<file path="config.mk">
export PLATFORM = sky130hd
export DESIGN_NAME = phy_pcs_status_control_regs
export DESIGN_NICKNAME = d
export VERILOG_FILES = /design/src/pkg/pcs_regs_pkg.sv /design/src/verilog/phy_pcs_status_control_regs.sv
export SDC_FILE = /design/constraint.sdc
export NUM_CORES = 1
export LEC_CHECK = 0
export ABC_AREA = 1
export ABC_CLOCK_PERIOD_IN_PS = 1210
export BUFFER_PORTS_ARGS = -buffer_cell sky130_fd_sc_hd__buf_2
export CORE_MARGIN = 2
export CORE_UTILIZATION = 40
export DETAILED_ROUTE_END_ITERATION = 10
export GPL_TIMING_DRIVEN = 0
export MAX_ROUTING_LAYER = met4
export PLACE_DENSITY = 0.88
export SLEW_MARGIN = 20
export SYNTH_ARGS = -nofsm -noshare
export SYNTH_HDL_FRONTEND = slang
export SYNTH_SLANG_ARGS = --single-unit
</file>
<file path="constraint.sdc">
create_clock -name hclk -period 1.21 [get_ports hclk]
set_input_delay 0.363 -clock hclk [delete_from_list [all_inputs] [get_ports hclk]]
set_output_delay 0.363 -clock hclk [all_outputs]
set_load 0.02 [all_outputs]
</file>
<file path="src/pkg/pcs_regs_pkg.sv">
// Purpose: constants for the coding-sublayer management register slice
// Assumes: register indices are printed offsets; byte address = 4 * index
// Notes:   top index nibble names the MMD space, low twelve bits the register
package pcs_regs_pkg;

    localparam int          IDX_W          = 16;
    localparam int          LOC_W          = 12;
    localparam int          DATA_W         = 16;

    localparam logic [3:0]  MMD_PMA        = 4'h1;
    localparam logic [3:0]  MMD_PCS        = 4'h3;

    localparam logic [11:0] LOC_PARTNER    = 12'h903;
    localparam logic [11:0] LOC_TEST       = 12'h904;
    localparam logic [11:0] LOC_MIRROR     = 12'h000;
    localparam logic [11:0] LOC_CONTROL    = 12'h900;
    localparam logic [11:0] LOC_STATE      = 12'h901;
    localparam logic [11:0] LOC_STATE_EXT  = 12'h902;

    localparam logic [15:0] IDX_PARTNER    = 16'h1903;
    localparam logic [15:0] IDX_TEST       = 16'h1904;
    localparam logic [15:0] IDX_MIRROR     = 16'h3000;
    localparam logic [15:0] IDX_CONTROL    = 16'h3900;
    localparam logic [15:0] IDX_STATE      = 16'h3901;
    localparam logic [15:0] IDX_STATE_EXT  = 16'h3902;

    localparam logic [15:0] RST_ALL        = 16'h0000;
    localparam logic [2:0]  RST_TEST_MODE  = 3'h0;
    localparam logic [2:0]  TEST_RESERVED  = 3'h3;

    // partner training info fields
    localparam int          POS_USER_LO    = 4;
    localparam int          POS_USER_HI    = 10;
    localparam int          POS_OAM        = 1;
    localparam int          POS_EEE        = 0;
    // test pattern select field
    localparam int          POS_TEST_LO    = 13;
    localparam int          POS_TEST_HI    = 15;
    // control and mirror
    localparam int          POS_SL_RESET   = 15;
    localparam int          POS_LOOPBACK   = 14;
    // coding sublayer state
    localparam int          POS_TX_IDLE_LH = 11;
    localparam int          POS_RX_IDLE_LH = 10;
    localparam int          POS_TX_IDLE    = 9;
    localparam int          POS_RX_IDLE    = 8;
    localparam int          POS_FAULT      = 7;
    localparam int          POS_LINK_LL    = 2;
    // coding sublayer state ext
    localparam int          POS_LINK_NOW   = 10;
    localparam int          POS_HIBER_NOW  = 9;
    localparam int          POS_LOCK_NOW   = 8;
    localparam int          POS_HIBER_LH   = 7;
    localparam int          POS_LOCK_LL    = 6;

    localparam logic [1:0]  HTRANS_NONSEQ  = 2'h2;
    localparam logic [1:0]  HRESP_OKAY     = 2'h0;

endpackage

</file>
<file path="src/verilog/phy_pcs_status_control_regs.sv">
// Purpose: coding-sublayer control and status registers on an AHB-Lite slave
// Assumes: live status inputs come from logic on hclk; word transfers only
// Notes:   writes have no wait state, reads insert one wait state
//
// Implementation choice: the AHB-Lite register port.
`timescale 1ns/100ps
`default_nettype none

module phy_pcs_status_control_regs #(
    parameter int USER_W = 7
) (
    input  wire logic              hclk,
    input  wire logic              hresetn,
    input  wire logic              hsel,
    input  wire logic [31:0]       haddr,
    input  wire logic [1:0]        htrans,
    input  wire logic              hwrite,
    input  wire logic [2:0]        hsize,
    input  wire logic [31:0]       hwdata,
    input  wire logic              hready,
    output logic      [31:0]       hrdata,
    output logic                   hreadyout,
    output logic      [1:0]        hresp,
    input  wire logic [USER_W-1:0] partner_user_value,
    input  wire logic              partner_oam_capable,
    input  wire logic              partner_energy_saving_capable,
    input  wire logic              tx_idle_now,
    input  wire logic              rx_idle_now,
    input  wire logic              sublayer_fault_now,
    input  wire logic              rx_link_up_now,
    input  wire logic              high_error_rate_now,
    input  wire logic              block_lock_now,
    output logic      [2:0]        test_mode,
    output logic                   sublayer_reset,
    output logic                   sublayer_loopback_enable
);

    // bus capture
    logic                           wr_pend_r;
    logic                           rd_pend_r;
    logic [pcs_regs_pkg::IDX_W-1:0] idx_r;
    logic [pcs_regs_pkg::IDX_W-1:0] addr_idx;
    logic                           accept;
    logic                           hit_partner;
    logic                           hit_test;
    logic                           hit_mirror;
    logic                           hit_control;
    logic                           hit_state;
    logic                           hit_ext;
    logic                           wr_test;
    logic                           wr_ctl_any;
    logic                           wr_state;
    logic                           wr_ext;
    logic [15:0]                    wd;

    // control and latched state
    logic [2:0]                     test_mode_r;
    logic [2:0]                     test_mode_nxt;
    logic                           reset_pulse_r;
    logic                           loopback_r;
    logic                           loopback_nxt;
    logic                           tx_idle_lh_r;
    logic                           rx_idle_lh_r;
    logic                           link_ll_r;
    logic                           hiber_lh_r;
    logic                           lock_ll_r;
    logic                           tx_idle_lh_nxt;
    logic                           rx_idle_lh_nxt;
    logic                           link_ll_nxt;
    logic                           hiber_lh_nxt;
    logic                           lock_ll_nxt;

    // read data
    logic [15:0]                    rd_partner;
    logic [15:0]                    rd_test;
    logic [15:0]                    rd_control;
    logic [15:0]                    rd_state;
    logic [15:0]                    rd_ext;
    logic [15:0]                    rd_word;
    logic [31:0]                    hrdata_r;
    logic                           hreadyout_r;
    logic [1:0]                     hresp_r;

    // index is the byte address over four
    assign addr_idx = haddr[pcs_regs_pkg::IDX_W+1:2];
    assign accept   = hsel && hready && (htrans == pcs_regs_pkg::HTRANS_NONSEQ);

    // space nibble first, then the low twelve bits
    assign hit_partner = (idx_r[15:12] == pcs_regs_pkg::MMD_PMA) &&
                         (idx_r[11:0] == pcs_regs_pkg::LOC_PARTNER);
    assign hit_test    = (idx_r[15:12] == pcs_regs_pkg::MMD_PMA) &&
                         (idx_r[11:0] == pcs_regs_pkg::LOC_TEST);
    assign hit_mirror  = (idx_r[15:12] == pcs_regs_pkg::MMD_PCS) &&
                         (idx_r[11:0] == pcs_regs_pkg::LOC_MIRROR);
    assign hit_control = (idx_r[15:12] == pcs_regs_pkg::MMD_PCS) &&
                         (idx_r[11:0] == pcs_regs_pkg::LOC_CONTROL);
    assign hit_state   = (idx_r[15:12] == pcs_regs_pkg::MMD_PCS) &&
                         (idx_r[11:0] == pcs_regs_pkg::LOC_STATE);
    assign hit_ext     = (idx_r[15:12] == pcs_regs_pkg::MMD_PCS) &&
                         (idx_r[11:0] == pcs_regs_pkg::LOC_STATE_EXT);

    assign wd         = hwdata[15:0];
    assign wr_test    = wr_pend_r && hit_test;
    assign wr_ctl_any = wr_pend_r && (hit_control || hit_mirror);
    assign wr_state   = wr_pend_r && hit_state;
    assign wr_ext     = wr_pend_r && hit_ext;

    // reserved test code is not taken
    assign test_mode_nxt =
        (wr_test && (wd[pcs_regs_pkg::POS_TEST_HI:pcs_regs_pkg::POS_TEST_LO]
                     != pcs_regs_pkg::TEST_RESERVED))
        ? wd[pcs_regs_pkg::POS_TEST_HI:pcs_regs_pkg::POS_TEST_LO]
        : test_mode_r;

    assign loopback_nxt = wr_ctl_any ? wd[pcs_regs_pkg::POS_LOOPBACK]
                                     : loopback_r;

    // latched high: event wins over the clearing write
    assign tx_idle_lh_nxt = tx_idle_now ||
        (tx_idle_lh_r && !(wr_state && !wd[pcs_regs_pkg::POS_TX_IDLE_LH]));
    assign rx_idle_lh_nxt = rx_idle_now ||
        (rx_idle_lh_r && !(wr_state && !wd[pcs_regs_pkg::POS_RX_IDLE_LH]));
    assign hiber_lh_nxt   = high_error_rate_now ||
        (hiber_lh_r && !(wr_ext && !wd[pcs_regs_pkg::POS_HIBER_LH]));

    // latched low: loss wins over the restoring write
    assign link_ll_nxt = rx_link_up_now &&
        (link_ll_r || (wr_state && !wd[pcs_regs_pkg::POS_LINK_LL]));
    assign lock_ll_nxt = block_lock_now &&
        (lock_ll_r || (wr_ext && !wd[pcs_regs_pkg::POS_LOCK_LL]));

    always_ff @(posedge hclk or negedge hresetn) begin
        if (!hresetn) begin
            wr_pend_r   <= 1'b0;
            rd_pend_r   <= 1'b0;
            idx_r       <= pcs_regs_pkg::RST_ALL;
            hreadyout_r <= 1'b1;
            hresp_r     <= pcs_regs_pkg::HRESP_OKAY;
        end else begin
            hresp_r     <= pcs_regs_pkg::HRESP_OKAY;
            wr_pend_r   <= accept && hwrite;
            rd_pend_r   <= accept && !hwrite;
            hreadyout_r <= !(accept && !hwrite);
            if (accept) begin
                idx_r <= addr_idx;
            end
        end
    end

    always_ff @(posedge hclk or negedge hresetn) begin
        if (!hresetn) begin
            test_mode_r   <= pcs_regs_pkg::RST_TEST_MODE;
            reset_pulse_r <= 1'b0;
            loopback_r    <= 1'b0;
        end else begin
            test_mode_r   <= test_mode_nxt;
            reset_pulse_r <= wr_ctl_any && wd[pcs_regs_pkg::POS_SL_RESET];
            loopback_r    <= loopback_nxt;
        end
    end

    always_ff @(posedge hclk or negedge hresetn) begin
        if (!hresetn) begin
            tx_idle_lh_r <= 1'b0;
            rx_idle_lh_r <= 1'b0;
            link_ll_r    <= 1'b0;
            hiber_lh_r   <= 1'b0;
            lock_ll_r    <= 1'b0;
        end else begin
            tx_idle_lh_r <= tx_idle_lh_nxt;
            rx_idle_lh_r <= rx_idle_lh_nxt;
            link_ll_r    <= link_ll_nxt;
            hiber_lh_r   <= hiber_lh_nxt;
            lock_ll_r    <= lock_ll_nxt;
        end
    end

    // read words; reserved bits read zero
    always_comb begin
        rd_partner = pcs_regs_pkg::RST_ALL;
        rd_partner[pcs_regs_pkg::POS_USER_HI:pcs_regs_pkg::POS_USER_LO] =
            partner_user_value;
        rd_partner[pcs_regs_pkg::POS_OAM] = partner_oam_capable;
        rd_partner[pcs_regs_pkg::POS_EEE] = partner_energy_saving_capable;
    end

    always_comb begin
        rd_test = pcs_regs_pkg::RST_ALL;
        rd_test[pcs_regs_pkg::POS_TEST_HI:pcs_regs_pkg::POS_TEST_LO] = test_mode_r;
    end

    // reset bit always reads zero
    always_comb begin
        rd_control = pcs_regs_pkg::RST_ALL;
        rd_control[pcs_regs_pkg::POS_LOOPBACK] = loopback_r;
    end

    always_comb begin
        rd_state = pcs_regs_pkg::RST_ALL;
        rd_state[pcs_regs_pkg::POS_TX_IDLE_LH] = tx_idle_lh_r;
        rd_state[pcs_regs_pkg::POS_RX_IDLE_LH] = rx_idle_lh_r;
        rd_state[pcs_regs_pkg::POS_TX_IDLE]    = tx_idle_now;
        rd_state[pcs_regs_pkg::POS_RX_IDLE]    = rx_idle_now;
        rd_state[pcs_regs_pkg::POS_FAULT]      = sublayer_fault_now;
        rd_state[pcs_regs_pkg::POS_LINK_LL]    = link_ll_r;
    end

    always_comb begin
        rd_ext = pcs_regs_pkg::RST_ALL;
        rd_ext[pcs_regs_pkg::POS_LINK_NOW]  = rx_link_up_now;
        rd_ext[pcs_regs_pkg::POS_HIBER_NOW] = high_error_rate_now;
        rd_ext[pcs_regs_pkg::POS_LOCK_NOW]  = block_lock_now;
        rd_ext[pcs_regs_pkg::POS_HIBER_LH]  = hiber_lh_r;
        rd_ext[pcs_regs_pkg::POS_LOCK_LL]   = lock_ll_r;
    end

    // unmapped reads return zero
    assign rd_word = hit_partner ? rd_partner :
                     hit_test    ? rd_test    :
                     (hit_control || hit_mirror) ? rd_control :
                     hit_state   ? rd_state   :
                     hit_ext     ? rd_ext     : pcs_regs_pkg::RST_ALL;

    always_ff @(posedge hclk or negedge hresetn) begin
        if (!hresetn) begin
            hrdata_r <= 32'h0000_0000;
        end else if (rd_pend_r) begin
            hrdata_r <= {16'h0000, rd_word};
        end
    end

    assign hrdata                   = hrdata_r;
    assign hreadyout                = hreadyout_r;
    assign hresp                    = hresp_r;
    assign test_mode                = test_mode_r;
    assign sublayer_reset           = reset_pulse_r;
    assign sublayer_loopback_enable = loopback_r;

endmodule

`default_nettype wire

</file>
==> results.ini <==
[clock_network]
root_buffer = clkbuf_8
cts_made_buffers = 5
cts_buffer_depth = 2
clk_latency_ns = 0.29
h-tree-depth = 2
clk_pin_slew_ns = 0.08
cts_tree = yes
clkSinkCount = 43

[floorplan]
die-area_um2 = 6266
start_util = 0.4129
io_pins = 129
die_w_um = 79.16
core_area_um2 = 5473
fp-row-count = 27
die_y_um = 79.16

[power_and_ir_drop]
p_comb_frac = 0.279
sw_frac_of_total = 0.3115
pwr-share-seq = 0.436
netSwitchingPower_uw = 1244
p_per_area_nw_per_um2 = 1206
power.leakage_uw = 0.001772
ir_drop_mv = 0.5870
p_int_uw = 2751
finalPower_uw = 3995
p_clk_frac = 0.286

[finish]
finalNetCount = 479
fillCellCount = 488
antenna_cells = 0
fin_cells = 463
final_util = 0.6054
drive_above_1_share = 0.4348
area_growth_pct = 46.62

[global_routing]
antenna_found_initial = 0
grt_pass1_vias = 1944
grt_pass1_wl_um = 8583
grt_usage = 0.1766
grt_overflow = 0
grt_start_max_net_pins = 44

[logic_synthesis]
synth_flop_cell = dfrtp_1
synth_edf_count = 0
ys.warnings.count = 0
syn-cell-area_um2 = 2260
ys_seq_area_frac = 0.4767
yosys_register_bits = 43
async_reset_ff_frac = 1.000
synth_cell_types = 32
netlist_instances = 279
syn_avg_cell_area_um2 = 8.099

[critical_path]
arrival_ns = 1.52
path_class = reg -> reg
critPathMostFrequentCell = nor2_4
critPathRequiredTime_ns = 1.38
cp_slowest_cell = dfrtp_1
crit_chain = nor2_4 > inv_1 > nor2_4 > nand3_2 > nand4_1 > nand3_1
critPathMaxFanout = 6
critical_path.max_stage_delay_ns = 0.43
endpoint_kind = flop
start_kind = flop

[timing]
finClkSkew_ns = 0.005617
setup_tns_ns = -2.265
final.min_clock_period_ns = 1.348
setup_ws_ns = -0.1384
tightest_slew_ns = 0.9507
grt_setup_unrepaired = yes
setup_viol = 25
maxSlewHeadroom = 0.3662
final.period_utilization = 1.114
fmax_ghz = 0.7416
hold_violations = 0
finalMaxSlewViolations = 0

[routing]
drc_errors = 0
wl_per_cell_um = 11.66
routed_wl_um = 5397
post_drt_via_cell_ratio = 4.600
drtPass1Iterations = 4
drtIter0Drc = 115
vias = 2130
antenna_left = 0

[run_status]
violations = setup timing
status = finished with violations

[flow_run]
maxCapViolCount = 0

[place]
post-dp-hpwl_um = 3784
portBuffers = 65
placed_cells = 435
place_congestion = 0.8506

[min_path]
hold_path.class = in -> async

## worst max-delay path: cells and delay by family (launching register included)
kind	cells	cell delay (ns)
flops	1	0.43
buf+inv	1	0.10
simple gates	5	0.70
## Yosys cell counts, types with 3 or more instances
master | n | share of area
nand2_1 | 82 | 0.14
o21ai_1 | 3 | 0.0066
o21ai_0 | 15 | 0.033
buf_4 | 21 | 0.070
dfrtp_1 | 42 | 0.47
nand4_1 | 15 | 0.042
nand3_1 | 13 | 0.029
nor3_1 | 3 | 0.0066
inv_1 | 28 | 0.047
nor2_1 | 28 | 0.047
## cell families after synthesis
logic type / count (synthesis) / share of synthesized area
AOI/OAI and AO/OA: 25 / 0.06146
xor gates and xnor gates: 1 / 0.003877
buffers and inverters: 55 / 0.1307
DFF: 43 / 0.4767
other: 1 / 0.001660
and+or+nand+nor: 154 / 0.3256
## power by group through the flow
stage	Combinational (uW)	Sequential, uW	Clock (uW)
3_3_place_gp	776	1730	0
5_1_grt	1220	1760	1230
2_1_floorplan	481	1800	0
4_1_cts	960	1730	1160
3_5_place_dp	797	1740	0
6_report	1110	1740	1140
## per-layer routing
layer / vias up / wire [um] / track usage
li1: 1069 / - / -
met1: 973 / 2232 / 0.2156
met2: 75 / 2751 / 0.2924
met3: 13 / 306 / 0.03295
met4: 0 / 107 / 0.06724
met5: - / 0 / -
## sequential cells by signal, summed over array words and instances, names as in the netlist
| name | cells |
|---|---|
| wr_pend_r | 1 |
| rx_idle_lh_r | 1 |
| hiber_lh_r | 1 |
| sublayer_reset | 1 |
| idx_r | 16 |
| test_mode | 3 |
| sublayer_loopback_enable | 1 |
| tx_idle_lh_r | 1 |
| lock_ll_r | 1 |
| hrdata | 14 |
| hreadyout | 1 |
| rd_pend_r | 1 |
| link_ll_r | 1 |
## cell usage in the layout, fill, tap and decap left out, types with 2 or more instances in the layout
cell	synthesis	layout
nand2_1	82	75
buf_2	2	47
dfrtp_1	42	41
buf_4	21	40
inv_1	28	21
buf_6	1	21
conb_1	1	20
nor2_1	28	15
nand4_1	15	15
o21ai_0	15	11
nand3_1	13	9
nor2_2	1	8
nor2_4	2	8
inv_2	0	7
nand2_4	1	6
o21ai_1	3	6
clkbuf_8	0	6
nand3_2	2	5
nand2_2	2	4
nor3_2	0	2
o21bai_1	2	2
nand3_4	1	2
o21ai_2	1	2
nor2_8	2	2
a21oi_1	2	2
## path summary, 6_finish.rpt
kind	end	depth (start not counted)	slack, ns	from
worst max-delay path	hrdata[14]	6	-0.14	idx_r[2]
worst min-delay path	hrdata[8]	1	0.21	hresetn
worst max register to register	hrdata[14]	6	-0.14	idx_r[2]
worst min register to register	hiber_lh_r	2	0.50	hiber_lh_r
max in group asynchronous	idx_r[8]	1	0.34	hresetn
min in group hclk	rd_pend_r	2	0.25	hwrite
## cell type report
cell class / instances / area [um2] / area share
buffer: 26 / 187.7 / 0.05665
clock buffer: 6 / 82.58 / 0.02492
clock inverter: 2 / 35.03 / 0.01057
inverter: 29 / 112.6 / 0.03399
multi-input combinational: 200 / 1114 / 0.3361
sequential: 43 / 1079 / 0.3255
tap: 72 / 90.09 / 0.02719
timing repair buffer: 85 / 613.1 / 0.1850
## timing repair
item / CTS / global route
hold buffers: 0 / 0
endpoints found under the setup margin: 30 / 45
pin swaps: 12 / 21
gates resized for setup: 43 / 49
setup buffers: 10 / 10
## per-stage QoR
stage	hold slack (ns)	cell area, um2	worst slack, ns
6_report	0.2109	3313	-0.1384
2_1_floorplan	0.06741	2341	-0.003394
5_1_grt	0.2541	3313	-0.2182
3_3_place_gp	0.4539	2756	-0.1424
4_1_cts	0.2413	3083	-0.1132
3_5_place_dp	0.4589	2756	-0.2384
Power figures use the tool's default switching activity.
